### src/touch_adc_map.vh
// Register offsets, field positions, reset values and timing for the touch/converter block
`ifndef TOUCH_ADC_MAP_VH
`define TOUCH_ADC_MAP_VH

`define REG_IRQ_RISE      4'h2
`define REG_IRQ_FALL      4'h3
`define REG_TOUCH_CTRL    4'h9
`define REG_CONV_CTRL     4'hA
`define REG_CONV_DATA     4'hB

`define IRQ_TOUCH_BIT     0
`define IRQ_CONV_BIT      1

`define TC_POWER_LSB      0
`define TC_GROUND_LSB     4
`define TC_MODE_LSB       8
`define TC_BIAS_BIT       10
`define TC_XP_STAT_BIT    11
`define TC_XM_STAT_BIT    12

`define CC_ENABLE_BIT     0
`define CC_SYNC_BIT       1
`define CC_INPUT_LSB      2
`define CC_START_BIT      7

`define CD_VALID_BIT      15

`define MODE_INTERRUPT    2'h0
`define MODE_PRESSURE     2'h1

`define MUX_CURRENT_MON   4'h8

`define RST_IRQ_EN        2'h0
`define RST_TOUCH_CTRL    16'h0000
`define RST_CONV_CTRL     16'h0000

`define SETTLE_NS         2000
`define CLK_PERIOD_NS     4
`define SETTLE_CYCLES     ((`SETTLE_NS + `CLK_PERIOD_NS - 1) / `CLK_PERIOD_NS)

`endif

### src/touch_panel_adc_control.v
// Touch panel terminal control, panel interrupts and converter start/result logic
//
// Functional notes
// - Each of four panel terminals set floating, powered or grounded independently.
// - Terminal both powered and grounded is detected and driven grounded.
// - Interrupt mode: press interrupts if fall enabled, release if rise enabled.
// - Press and release detection keeps working in stand-by.
// - Mode 00 interrupt, 01 pressure with current monitor, 10/11 position.
// - Mode and terminal setup live in control register 9.
// - Multiplexer picks one source among 4 inputs, 4 terminals, pressure; 10-bit results.
// - Converter powered only while enable bit in register 10 is set.
// - Completed result is placed in register 11.
// - No conversion starts while X plate is in interrupt mode; code checks mode only at the start request.
// - Sync enable clear: start bit 0->1 begins conversion directly.
// - Sync enable set: conversion begins on external sync rising edge.
// - Selection change in the start frame delays start for settling.
// - Result readable next frame, or second frame after a selection change.
// - Sync mode: start arms, first sync edge after settling starts.
// - Start or arm clears result to 0x000 and valid; completion sets both.
// - Conversion completion interrupt with separate rise and fall enables.
//
// Implementation choices: strobed register access and the register offsets.
`timescale 1ns/1ps
`default_nettype none
`include "touch_adc_map.vh"

module touch_panel_adc_control #(
   parameter RES_W         = 10,
   parameter SETTLE_CYCLES = `SETTLE_CYCLES
) (
   input  wire             i_ref_clk,
   input  wire             i_nrst,
   input  wire [3:0]       i_addr,
   input  wire [15:0]      i_wdata,
   input  wire             i_wr,
   input  wire             i_rd,
   output reg  [15:0]      o_rdata,
   input  wire             i_frame_sync,
   input  wire             i_x_plus_terminal,
   input  wire             i_x_minus_terminal,
   input  wire             i_ext_sync_pin,
   output wire [3:0]       o_term_power,
   output wire [3:0]       o_term_ground,
   output wire             o_res_bias,
   output wire             o_bias_enable,
   output wire [3:0]       o_mux_sel,
   output wire             o_conv_enable,
   output wire             o_track_enable,
   output reg              o_conv_start,
   input  wire             i_conv_done,
   input  wire [RES_W-1:0] i_conv_data,
   output reg              o_touch_irq,
   output reg              o_conv_irq
);

   localparam ST_IDLE   = 2'h0;
   localparam ST_SETTLE = 2'h1;
   localparam ST_ARMED  = 2'h2;
   localparam ST_CONV   = 2'h3;

   localparam CNT_W = 16;

   // Reset release
   reg              rst_a_r;
   reg              rst_b_r;
   wire             rst_n;

   always @(posedge i_ref_clk or negedge i_nrst) begin
      if (!i_nrst) begin
         rst_a_r <= 1'b0;
         rst_b_r <= 1'b0;
      end else begin
         rst_a_r <= 1'b1;
         rst_b_r <= rst_a_r;
      end
   end
   assign rst_n = rst_b_r;

   // Pin synchronisers; stage one feeds only stage two
   reg [2:0]        pin_a_r;
   reg [2:0]        pin_b_r;
   reg [2:0]        pin_c_r;

   always @(posedge i_ref_clk or negedge rst_n) begin
      if (!rst_n) begin
         pin_a_r <= 3'h3;
         pin_b_r <= 3'h3;
         pin_c_r <= 3'h3;
      end else begin
         pin_a_r <= {i_ext_sync_pin, i_x_minus_terminal, i_x_plus_terminal};
         pin_b_r <= pin_a_r;
         pin_c_r <= pin_b_r;
      end
   end

   wire             xp_s;
   wire             xm_s;
   wire             sync_rise;
   wire             x_level;
   wire             x_level_d;

   assign xp_s      = pin_b_r[0];
   assign xm_s      = pin_b_r[1];
   assign sync_rise = pin_b_r[2] & ~pin_c_r[2];
   // Plate reads high only while both terminals stay high (no press)
   assign x_level   = pin_b_r[0] & pin_b_r[1];
   assign x_level_d = pin_c_r[0] & pin_c_r[1];

   // Control registers
   reg [1:0]        irq_rise_r;
   reg [1:0]        irq_fall_r;
   reg [7:0]        term_r;
   reg [1:0]        mode_r;
   reg              bias_r;
   reg              enable_r;
   reg              sync_en_r;
   reg [2:0]        input_r;
   reg              start_r;
   reg [RES_W-1:0]  result_r;
   reg              valid_r;
   reg              mux_chg_r;
   reg [1:0]        state_r;
   reg [CNT_W-1:0]  cnt_r;

   wire             wr_touch;
   wire             wr_conv;
   wire [1:0]       mode_nxt;
   wire [2:0]       input_nxt;
   wire [3:0]       mux_nxt;
   wire [3:0]       mux_cur;
   wire             mux_change;
   wire             start_edge;
   wire             x_intr_mode;
   wire             start_ok;

   assign wr_touch = i_wr && (i_addr == `REG_TOUCH_CTRL);
   assign wr_conv  = i_wr && (i_addr == `REG_CONV_CTRL);

   // Pressure mode hands the converter the current monitor
   function [3:0] mux_of;
      input [1:0] md;
      input [2:0] sel;
      begin
         if (md == `MODE_PRESSURE)
            mux_of = `MUX_CURRENT_MON;
         else
            mux_of = {1'b0, sel};
      end
   endfunction

   assign mode_nxt  = wr_touch ? i_wdata[`TC_MODE_LSB +: 2] : mode_r;
   assign input_nxt = wr_conv ? i_wdata[`CC_INPUT_LSB +: 3] : input_r;
   assign mux_cur   = mux_of(mode_r, input_r);
   assign mux_nxt   = mux_of(mode_nxt, input_nxt);
   assign mux_change = (mux_nxt != mux_cur);

   assign start_edge  = wr_conv && i_wdata[`CC_START_BIT] && !start_r;
   assign x_intr_mode = (mode_nxt == `MODE_INTERRUPT);
   // The enable in the same write counts, so enable-and-start works
   assign start_ok    = start_edge && !x_intr_mode
                        && (wr_conv ? i_wdata[`CC_ENABLE_BIT] : enable_r);

   always @(posedge i_ref_clk or negedge rst_n) begin
      if (!rst_n) begin
         irq_rise_r <= `RST_IRQ_EN;
         irq_fall_r <= `RST_IRQ_EN;
         term_r     <= 8'h00;
         mode_r     <= 2'h0;
         bias_r     <= 1'b0;
         enable_r   <= 1'b0;
         sync_en_r  <= 1'b0;
         input_r    <= 3'h0;
         start_r    <= 1'b0;
      end else begin
         if (i_wr && (i_addr == `REG_IRQ_RISE))
            irq_rise_r <= i_wdata[1:0];
         if (i_wr && (i_addr == `REG_IRQ_FALL))
            irq_fall_r <= i_wdata[1:0];
         if (wr_touch) begin
            term_r <= i_wdata[7:0];
            mode_r <= mode_nxt;
            bias_r <= i_wdata[`TC_BIAS_BIT];
         end
         if (wr_conv) begin
            enable_r  <= i_wdata[`CC_ENABLE_BIT];
            sync_en_r <= i_wdata[`CC_SYNC_BIT];
            input_r   <= input_nxt;
            start_r   <= i_wdata[`CC_START_BIT];
         end
      end
   end

   // Selection changed during the current frame; a change wins over frame sync
   always @(posedge i_ref_clk or negedge rst_n) begin
      if (!rst_n)
         mux_chg_r <= 1'b0;
      else if ((wr_touch || wr_conv) && mux_change)
         mux_chg_r <= 1'b1;
      else if (i_frame_sync)
         mux_chg_r <= 1'b0;
   end

   // Terminal drive; grounding wins a conflict
   genvar g;
   generate
      for (g = 0; g < 4; g = g + 1) begin : g_term
         assign o_term_ground[g] = term_r[`TC_GROUND_LSB + g];
         assign o_term_power[g]  = term_r[`TC_POWER_LSB + g]
                                   & ~term_r[`TC_GROUND_LSB + g];
      end
   endgenerate

   assign o_res_bias    = (mode_r == `MODE_INTERRUPT);
   // Left to software in interrupt mode; forcing it off would hide misuse
   assign o_bias_enable = bias_r;
   assign o_mux_sel     = mux_cur;
   assign o_conv_enable = enable_r;

   // Start sequencer
   reg [1:0]        state_nxt;
   reg [CNT_W-1:0]  cnt_nxt;
   reg              start_nxt;
   reg              clear_res;
   reg              take_res;

   always @* begin
      state_nxt = state_r;
      cnt_nxt   = cnt_r;
      start_nxt = 1'b0;
      clear_res = 1'b0;
      take_res  = 1'b0;
      case (state_r)
         ST_IDLE: begin
            if (start_ok) begin
               clear_res = 1'b1;
               if (mux_chg_r || mux_change) begin
                  state_nxt = ST_SETTLE;
                  cnt_nxt   = SETTLE_CYCLES[CNT_W-1:0];
               end else if (wr_conv ? i_wdata[`CC_SYNC_BIT] : sync_en_r) begin
                  state_nxt = ST_ARMED;
               end else begin
                  state_nxt = ST_CONV;
                  start_nxt = 1'b1;
               end
            end
         end
         ST_SETTLE: begin
            // Sync edges while settling are dropped
            if (cnt_r > 1) begin
               cnt_nxt = cnt_r - 1'b1;
            end else if (sync_en_r) begin
               state_nxt = ST_ARMED;
               cnt_nxt   = {CNT_W{1'b0}};
            end else begin
               state_nxt = ST_CONV;
               start_nxt = 1'b1;
               cnt_nxt   = {CNT_W{1'b0}};
            end
         end
         ST_ARMED: begin
            if (sync_rise) begin
               state_nxt = ST_CONV;
               start_nxt = 1'b1;
            end
         end
         ST_CONV: begin
            if (i_conv_done) begin
               state_nxt = ST_IDLE;
               take_res  = 1'b1;
            end
         end
         default: begin
            state_nxt = ST_IDLE;
         end
      endcase
      // Dropping the enable powers the converter down mid-sequence
      if (!enable_r && state_r != ST_IDLE) begin
         state_nxt = ST_IDLE;
         start_nxt = 1'b0;
         take_res  = 1'b0;
      end
   end

   always @(posedge i_ref_clk or negedge rst_n) begin
      if (!rst_n) begin
         state_r      <= ST_IDLE;
         cnt_r        <= {CNT_W{1'b0}};
         o_conv_start <= 1'b0;
      end else begin
         state_r      <= state_nxt;
         cnt_r        <= cnt_nxt;
         o_conv_start <= start_nxt;
      end
   end

   assign o_track_enable = enable_r && (state_r != ST_IDLE);

   always @(posedge i_ref_clk or negedge rst_n) begin
      if (!rst_n) begin
         result_r <= {RES_W{1'b0}};
         valid_r  <= 1'b0;
      end else if (take_res) begin
         result_r <= i_conv_data;
         valid_r  <= 1'b1;
      end else if (clear_res) begin
         result_r <= {RES_W{1'b0}};
         valid_r  <= 1'b0;
      end
   end

   // Event pulses; no clock gating so detection runs in stand-by
   wire             press;
   wire             release_ev;

   assign press      = x_level_d & ~x_level;
   assign release_ev = ~x_level_d & x_level;

   always @(posedge i_ref_clk or negedge rst_n) begin
      if (!rst_n) begin
         o_touch_irq <= 1'b0;
         o_conv_irq  <= 1'b0;
      end else begin
         o_touch_irq <= (mode_r == `MODE_INTERRUPT)
                        && ((press && irq_fall_r[`IRQ_TOUCH_BIT])
                        || (release_ev && irq_rise_r[`IRQ_TOUCH_BIT]));
         o_conv_irq  <= (take_res && !valid_r && irq_rise_r[`IRQ_CONV_BIT])
                        || (clear_res && valid_r && irq_fall_r[`IRQ_CONV_BIT]);
      end
   end

   // Read port; unmapped offsets read zero
   reg [15:0]       rd_mux;

   always @* begin
      rd_mux = 16'h0000;
      case (i_addr)
         `REG_IRQ_RISE:   rd_mux[1:0] = irq_rise_r;
         `REG_IRQ_FALL:   rd_mux[1:0] = irq_fall_r;
         `REG_TOUCH_CTRL: begin
            rd_mux[7:0]              = term_r;
            rd_mux[`TC_MODE_LSB +: 2] = mode_r;
            rd_mux[`TC_BIAS_BIT]     = bias_r;
            rd_mux[`TC_XP_STAT_BIT]  = xp_s;
            rd_mux[`TC_XM_STAT_BIT]  = xm_s;
         end
         `REG_CONV_CTRL: begin
            rd_mux[`CC_ENABLE_BIT]     = enable_r;
            rd_mux[`CC_SYNC_BIT]       = sync_en_r;
            rd_mux[`CC_INPUT_LSB +: 3] = input_r;
            rd_mux[`CC_START_BIT]      = start_r;
         end
         `REG_CONV_DATA: begin
            rd_mux[RES_W-1:0]     = result_r;
            rd_mux[`CD_VALID_BIT] = valid_r;
         end
         default: rd_mux = 16'h0000;
      endcase
   end

   always @(posedge i_ref_clk or negedge rst_n) begin
      if (!rst_n)
         o_rdata <= 16'h0000;
      else if (i_rd)
         o_rdata <= rd_mux;
      else
         o_rdata <= 16'h0000;
   end

endmodule
`default_nettype wire

### config.mk
export PLATFORM = sky130hd
export DESIGN_NAME = touch_panel_adc_control
export DESIGN_NICKNAME = d
export VERILOG_FILES = /design/src/touch_panel_adc_control.v
export VERILOG_INCLUDE_DIRS = /design/src
export SDC_FILE = /design/constraint.sdc
export NUM_CORES = 1
export LEC_CHECK = 0
export BUFFER_PORTS_ARGS = -buffer_cell sky130_fd_sc_hd__buf_2
export CORE_MARGIN = 4
export CORE_UTILIZATION = 50
export CTS_BUF_LIST = sky130_fd_sc_hd__clkbuf_2 sky130_fd_sc_hd__clkbuf_4 sky130_fd_sc_hd__clkbuf_8
export DETAILED_ROUTE_END_ITERATION = 6
export GPL_ROUTABILITY_DRIVEN = 0
export PLACE_DENSITY_LB_ADDON = 0.3
export SLEW_MARGIN = 10
export SYNTH_ARGS = -nofsm -noshare
export SYNTH_HDL_FRONTEND = slang
export SYNTH_SLANG_ARGS = --single-unit
### constraint.sdc
create_clock -name i_ref_clk -period 2.8 [get_ports i_ref_clk]
set_clock_uncertainty 0.1 [all_clocks]
set_input_delay 0 -clock i_ref_clk [delete_from_list [all_inputs] [get_ports i_ref_clk]]
set_output_delay 0 -clock i_ref_clk [all_outputs]
set_load 0.005 [all_outputs]
==> implementation parameters, run 1 <==
Parameter                              Value

Global route
  Number of antenna violations at the first check in global routing ... 0
  Maximum number of pins on one net before global-route repair ... 78
  First-pass GRT wire length ... ~15 mm
  GRT Overall Usage ... between 20% and 30%
  Remaining Overflow, GRT ... 0
  Via count of the first global-routing pass ... ~3,000

Synthesis
  Share of flip-flops with an asynchronous set or reset after synthesis ... 100%
  Sequential share of the synthesized area ... slightly above 50%
  Average footprint of a synthesized cell ... ~10 sq um
  EDFF count, synth ... 0
  Synthesized flop and latch total ... 79
  Cell Area, Synth ... 3850 sq um
  Number of standard cells after synthesis ... roughly 380
  Synth warnings ... 0
  Ys flop type ... sky130_fd_sc_hd__dfrtp_1
  Distinct cell type count after synthesis ... 54

Cells and area
  Area Overhead vs Synth ... 24.5%
  Layout net count ... ~520
  Final cell utilization of the core ... approximately 65%
  Finished Cell Area ... 4790 sq um
  Proportion of layout cells with a drive suffix above 1 ... 27.4%
  Most common cell after layout, fill and taps aside ... sky130_fd_sc_hd__dfrtp_1
  Antenna diode count ... 0
  Number of cells in the finished layout apart from fillers ... between 500 and 600
  Most frequent cells in the layout ... sky130_fd_sc_hd__dfrtp_1 (72), sky130_fd_sc_hd__buf_2 (66), sky130_fd_sc_hd__nand2_1 (41)

Timing
  Final setup violating endpoints ... 0
  Min Clock Period, post-route ... roughly 2.5 ns
  Final Hold Viols ... 0
  Slew margin rel. ... a little over a third
  Setup Total Neg Slack ... 0 ns
  Pins Over Slew Limit ... 0
  Period Utilization, post-route ... about 90%
  Worst Hold Slack ... 0.0255 ns
  Final WS setup ... 0.348 ns
  RSZ-0062 raised after global routing ... no
  Transition time of the tightest slew-check pin ... between 0.9 and 1 ns
  Maximum operating frequency ... a little over 400 MHz

Power and ir drop
  Overall power after layout ... between 3 and 4 mW
  Static power due to leakage ... 2.22 nW
  Highest ir drop seen on vdd ... about 0.45 mV
  Power per unit of standard cell area ... approximately 750 nW/um^2

Worst setup path
  Required time reported for the critical path endpoint ... a little under 3 ns
  Reg2Reg Capture Point ... state_r[0]$_DFFE_PN0P_
  Depth of the most critical reg-to-reg path ... 6
  Chain of cells forming the critical path ... or4_4, nor4_4, a31oi_2, or4_1, a21oi_1, nor3_1
  Top Family by Delay on Critical Path ... simple AND/OR/NAND/NOR gates
  Arrival @ worst endpoint ... around 2.6 ns
  Number of buffers and inverters on the critical path ... 0
  R2r startpoint ... cnt_r[12]$_DFFE_PN0P_
  Type of origin of the critical path ... flip-flop
  Category of the critical setup timing path ... reg -> reg
  Reg-to-reg setup timing slack ... 0.35 ns
  Largest stage delay on the critical path ... ~0.6 ns
  Highest fanout seen on the critical path ... 7
  Endpoint type of the worst setup path ... flip-flop
  Slowest stage cell, crit path ... sky130_fd_sc_hd__or4_4

Route
  Via-per-instance ratio ... about 5.4
  Total vias in the final route ... approximately 3,100
  Number of design rule violations left after detail routing ... 0
  Detailed route wirelength on metal3 ... between 600 and 700 um
  WL final ... between 8 and 9 mm
  WL met2 ... 4.40 mm
  Average detailed-routed wire length per instance ... 15.5 um
  Number of violations reported at the end of detailed-routing iteration 0 ... about 130
  Metal-1 WL ... about 3.8 mm
  Number of detailed-routing iterations run before antenna repair ... 5
  Top routing layer used ... met4
  Remaining number of nets flagged by the antenna check after routing ... 0

Floorplan
  Placeable Area ... ~7400 sq um
  IO Pins ... between 70 and 80
  Die width ... between 90 and 100 um
  Floorplan row count ... 31
  Full die area ... a little over 9000 sq um
  Floorplan die height ... 95.7 um
  Initial core utilization ... 52.2%

Worst hold path
  Origin of the worst min-delay path ... i_addr[1]
  Endpoint, Worst Hold ... o_rdata[15]$_DFF_PN0_
  Class of the tightest hold or removal check ... in -> reg
  Number of stages on the worst hold path ... 4

Run
  Maximum capacitance violations ... 0

Clocking
  Hold buffer count at cts ... 32
  CTS clk-pin slew, worst paths ... 0.08 ns
  Post-CTS Setup Bufs ... 0
  Clock Root Buffer ... sky130_fd_sc_hd__clkbuf_8
  # clock sinks ... 79
  Number of buffers created by CTS ... 9
  Htree depth ... 3
  TritonCTS clock tree ... yes
  Maximum buffer depth of the clock tree ... 2
  Number of gates resized after CTS ... 0
  Worst-Skew Late Latency ... between 0.3 and 0.4 ns

Placement
  Post-detailed-placement cell area ... 4250 sq um
  I/O Buffers ... 66
  Final HPWL DP ... ~6.3 mm
  Post-place setup slack ... about 0.38 ns
  Number of placed cells counting well taps ... roughly 530

Status
  Outcome ... finished clean
routing by layer:
layer | vias up | global-route usage [%]
met5 | - | 0
met4 | 0 | 6.16
met1 | 1504 | 27.6
met2 | 119 | 34.2
li1 | 1501 | -
met3 | 10 | 5.00
flip-flops by register name, summed over array words and instances (netlist names), 3 cells and up:
signal and cells:
cnt_r 16, o_rdata 14, result_r 10, term_r 8
input_r 3, pin_a_r 3, pin_b_r 3, pin_c_r 3
cell type report:
class | instances | area [sq um]
clock buffers | 10 | 131
clock inverters | 6 | 83.8
fillers | 603 | 2580
inverters | 12 | 45.0
multi-input cells | 267 | 1720
flip-flops and latches | 79 | 1990
well taps | 99 | 124
repair buffers | 104 | 696
worst register-to-register path: stages (launching register included):
cell and delay [ns]:
sky130_fd_sc_hd__dfrtp_1 0.45, sky130_fd_sc_hd__or4_4 0.60, sky130_fd_sc_hd__nor4_4 0.19, sky130_fd_sc_hd__a31oi_2 0.22
sky130_fd_sc_hd__or4_1 0.53, sky130_fd_sc_hd__a21oi_1 0.16, sky130_fd_sc_hd__nor3_1 0.08
cells by family (layout without fill, tap and decap cells):
group,count (synthesis),count (layout),synth area share [%]
compound gates,77,77,12.9
other cells,2,3,0.195
fa+ha+maj,7,7,2.28
simple gates,144,144,19.2
xor+xnor,3,3,0.683
flops,79,79,51.6
mux,33,33,9.27
buf+inv,31,132,3.81
power by group:
part           internal (mW)  switching [mW]
sequential              1.36           0.233
combinational          0.489           0.592
clock                  0.511           0.408
synthesized netlist by cell type (6+ instances only):
cell type	instances	area share, %
sky130_fd_sc_hd__a21oi_1	14	1.8
sky130_fd_sc_hd__and2_1	8	1.3
sky130_fd_sc_hd__buf_4	7	1.4
sky130_fd_sc_hd__clkbuf_1	7	0.68
sky130_fd_sc_hd__dfrtp_1	73	47
sky130_fd_sc_hd__dfstp_2	6	4.1
sky130_fd_sc_hd__ha_1	7	2.3
sky130_fd_sc_hd__inv_1	12	1.2
sky130_fd_sc_hd__mux2_2	21	6.1
sky130_fd_sc_hd__mux2i_1	12	3.1
sky130_fd_sc_hd__nand2_1	41	4.0
sky130_fd_sc_hd__nand2b_1	8	1.3
sky130_fd_sc_hd__nand3_1	7	0.91
sky130_fd_sc_hd__nor2_1	40	3.9
sky130_fd_sc_hd__nor2b_1	8	1.3
sky130_fd_sc_hd__nor3_1	10	1.3
sky130_fd_sc_hd__o21ai_0	30	3.9
sky130_fd_sc_hd__o31ai_1	8	1.6
worst max-delay path by stage:
stage | slack (ns) | cells past startpoint | startpoint | end
after detailed placement | 0.38 | 6 | cnt_r[12]$_DFFE_PN0P_ | state_r[0]$_DFFE_PN0P_
after global routing | 0.20 | 7 | cnt_r[7]$_DFFE_PN0P_ | cnt_r[12]$_DFFE_PN0P_
after floorplan | 0.35 | 0 | rst_b_r$_DFF_PN0_ | cnt_r[0]$_DFFE_PN0P_
final | 0.35 | 6 | cnt_r[12]$_DFFE_PN0P_ | state_r[0]$_DFFE_PN0P_
after global placement | 0.44 | 6 | cnt_r[12]$_DFFE_PN0P_ | state_r[0]$_DFFE_PN0P_
after CTS | 0.35 | 6 | cnt_r[12]$_DFFE_PN0P_ | state_r[0]$_DFFE_PN0P_
(Power assumes the default switching activity.)
==> inputs of run 2 (changes only) <==
BUFFER_PORTS_ARGS = unset   (was -buffer_cell sky130_fd_sc_hd__buf_2)
DONT_BUFFER_PORTS = 1   (was unset)
==> implementation parameters, run 2 (synthesized netlist as in run 1, its figures left out) <==
Parameter                              Value

Cells and area
  Most frequent cells in the layout ... sky130_fd_sc_hd__dfrtp_1 (72), sky130_fd_sc_hd__dlygate4sd3_1 (47), sky130_fd_sc_hd__nand2_1 (41)
  Antenna diode count ... 0 (unchanged)
  Final cell utilization of the core ... 62.4% (-2.5 points)
  Largest register by flop count ... cnt_r
  Combined flip-flop and latch cell area ... 1990 sq um (unchanged)
  Regs by FF count ... cnt_r: 16 flops, o_rdata: 14 flops, result_r: 10 flops
  Proportion of layout cells with a drive suffix above 1 ... 15.0% (-12 points)
  Number of filler instances in the final layout ... 602 (-0.17%)
  Largest register FFs ... 16 (unchanged)
  Most common cell after layout, fill and taps aside ... sky130_fd_sc_hd__dfrtp_1
  Layout net count ... 468 (-9.8%)
  Area Overhead vs Synth ... 19.6%
  Area of the multi-input gates ... 1720 sq um (unchanged)

Global route
  Remaining Overflow, GRT ... 0 (unchanged)
  Via count of the first global-routing pass ... 3,105 (+3.0%)
  Maximum number of pins on one net before global-route repair ... 78 (unchanged)
  GRT Overall Usage ... 21.3% (+0.44 points)
  First-pass GRT wire length ... 15.0 mm (+2.0%)
  Number of antenna violations at the first check in global routing ... 0 (unchanged)

Worst setup path
  Highest fanout seen on the critical path ... 17 (+10)
  Required time reported for the critical path endpoint ... 2.95 ns (+0.02 ns)
  Last element of the critical path ... cnt_r[4]$_DFFE_PN0P_
  Crit. Startpoint ... i_addr[1]
  Type of origin of the critical path ... primary input
  Largest stage delay on the critical path ... 0.75 ns (+0.15 ns)
  Reg2Reg Capture Point ... state_r[0]$_DFFE_PN0P_
  Category of the critical setup timing path ... in -> reg
  Endpoint type of the worst setup path ... flip-flop
  Reg-to-reg setup timing slack ... 0.39 ns (+0.04 ns)
  Arrival @ worst endpoint ... 2.63 ns (+0.05 ns)
  Slowest stage cell, crit path ... sky130_fd_sc_hd__dlymetal6s4s_1
  Chain of cells forming the critical path ... dlymetal6s4s_1, nand2b_1, o41ai_2, o21ai_2, or3_1, o311ai_1
  Depth of the most critical reg-to-reg path ... 6 (unchanged)
  R2r startpoint ... cnt_r[12]$_DFFE_PN0P_

Clocking
  TritonCTS clock tree ... yes
  Clock Root Buffer ... sky130_fd_sc_hd__clkbuf_8
  CTS clk-pin slew, worst paths ... 0.08 ns (about the same)
  Worst-Skew Late Latency ... 0.36 ns (about the same)
  Number of buffers created by CTS ... 9 (unchanged)
  Maximum buffer depth of the clock tree ... 2 (unchanged)
  Htree depth ... 3 (unchanged)
  # clock sinks ... 79 (unchanged)

Floorplan
  Floorplan row count ... 31 (unchanged)
  Floorplan die height ... 95.7 um (unchanged)
  Placeable Area ... 7370 sq um (unchanged)
  Die width ... 95.7 um (unchanged)
  Initial core utilization ... 52.2% (unchanged)
  IO Pins ... 74 (unchanged)
  Full die area ... 9160 sq um (unchanged)

Worst hold path
  Number of stages on the worst hold path ... 5 (+1)
  Class of the tightest hold or removal check ... in -> reg
  Origin of the worst min-delay path ... i_wdata[0]

Route
  Number of violations reported at the end of detailed-routing iteration 0 ... 158 (+24%)
  Total vias in the final route ... 2,997 (-4.4%)
  Number of detailed-routing iterations run before antenna repair ... 5 (unchanged)
  Number of design rule violations left after detail routing ... 0 (unchanged)
  Remaining number of nets flagged by the antenna check after routing ... 0 (unchanged)
  Via-per-instance ratio ... 5.70 (+4.9%)
  Average detailed-routed wire length per instance ... 17.8 um (+15%)
  WL final ... 9.38 mm (+4.6%)

Timing
  Period Utilization, post-route ... 88.8% (+1.2 points)
  RSZ-0062 raised after global routing ... no
  Final Hold Viols ... 0 (unchanged)
  Slew margin rel. ... 35.7% (+0.78 points)
  Maximum operating frequency ... 402 MHz (-1.3%)
  Transition time of the tightest slew-check pin ... 0.964 ns (-0.0117 ns)
  Pins Over Slew Limit ... 0 (unchanged)
  Setup Total Neg Slack ... 0 ns (unchanged)
  Worst Hold Slack ... 0.0152 ns (-0.0102 ns)
  Final setup violating endpoints ... 0 (unchanged)
  Min Clock Period, post-route ... 2.49 ns (+0.0333 ns)

Placement
  Final HPWL DP ... 6.10 mm (-3.1%)
  I/O Buffers ... 0 (-100%)

Status
  Outcome ... finished clean

Power and ir drop
  Highest ir drop seen on vdd ... 0.567 mV (+25%)
  Power per unit of standard cell area ... 760 nW/um^2 (+1.3%)
  Static power due to leakage ... 1.96 nW (-12%)

Run
  Maximum capacitance violations ... 0 (unchanged)
[run 2: cell count changes in the layout (fill, tap and decap cells not counted)]
cell	previous run	this run
sky130_fd_sc_hd__buf_2	66	0
sky130_fd_sc_hd__dlygate4sd3_1	32	47
sky130_fd_sc_hd__clkinv_4	0	3
sky130_fd_sc_hd__clkinv_2	3	1
sky130_fd_sc_hd__buf_4	6	5
sky130_fd_sc_hd__bufinv_16	2	1
sky130_fd_sc_hd__clkbuf_4	1	0
sky130_fd_sc_hd__dlymetal6s4s_1	0	1
sky130_fd_sc_hd__inv_8	0	1
[run 2: area by class of cell]
cell class | instances | area share (%)
clock buffers | 9 | 2.69
clock inverters | 7 | 1.77
inverters | 12 | 0.979
multi-input cells | 267 | 37.4
flip-flops and latches | 79 | 43.2
well taps | 99 | 2.69
repair buffers | 53 | 11.3
[run 2: where the power goes]
part / switching [mW] / leakage [nW] / total, mW / internal [mW]
Combinational: 0.563 / 0.859 / 1.02 / 0.457
Clock: 0.449 / 0.106 / 0.873 / 0.424
Sequential: 0.247 / 0.993 / 1.60 / 1.36
[run 2: per-stage QoR]
stage | setup WS [ns] | cell area (sq um) | std cells | power [mW]
after floorplan | 0.347 | 3850 | 377 | 2.33
after detailed placement | 0.404 | 3910 | 462 | 2.56
final | 0.315 | 4600 | 526 | 3.50
after global placement | 0.437 | 3910 | 462 | 2.53
after CTS | 0.0220 | 4600 | 526 | 3.49
after global routing | 0.226 | 4600 | 526 | 3.73
[run 2: how the worst min path moves through the flow]
stage	to	slack, ns
after floorplan	rst_a_r$_DFF_PN0_	-0.40
after global placement	rst_a_r$_DFF_PN0_	-0.40
after detailed placement	rst_a_r$_DFF_PN0_	-0.40
after CTS	term_r[0]$_DFFE_PN0N_	0.004
after global routing	o_rdata[1]$_DFF_PN0_	0.04
final	valid_r$_DFFE_PN0P_	0.02
[run 2: routing by layer]
metal,vias to the layer above,routed length (um),track usage (%)
met5,-,0,0
li1,1402,-,-
met2,122,4800,37.3
met3,11,717,5.86
met1,1462,3770,25.5
met4,0,101,6.28
[run 2: timing repair]
action | in CTS | in global routing
endpoints found under the setup margin | 0 | 4
hold buffers | 48 | 0
resized for setup | 0 | 1
buffers inserted | 0 | 0
hold endpoints to repair | 55 | 0
[run 2: worst max-delay path: cells and delay by family]
kind	cells	cell delay, ns
buf+inv	1	0.75
compound gates	3	1.15
simple gates	2	0.74
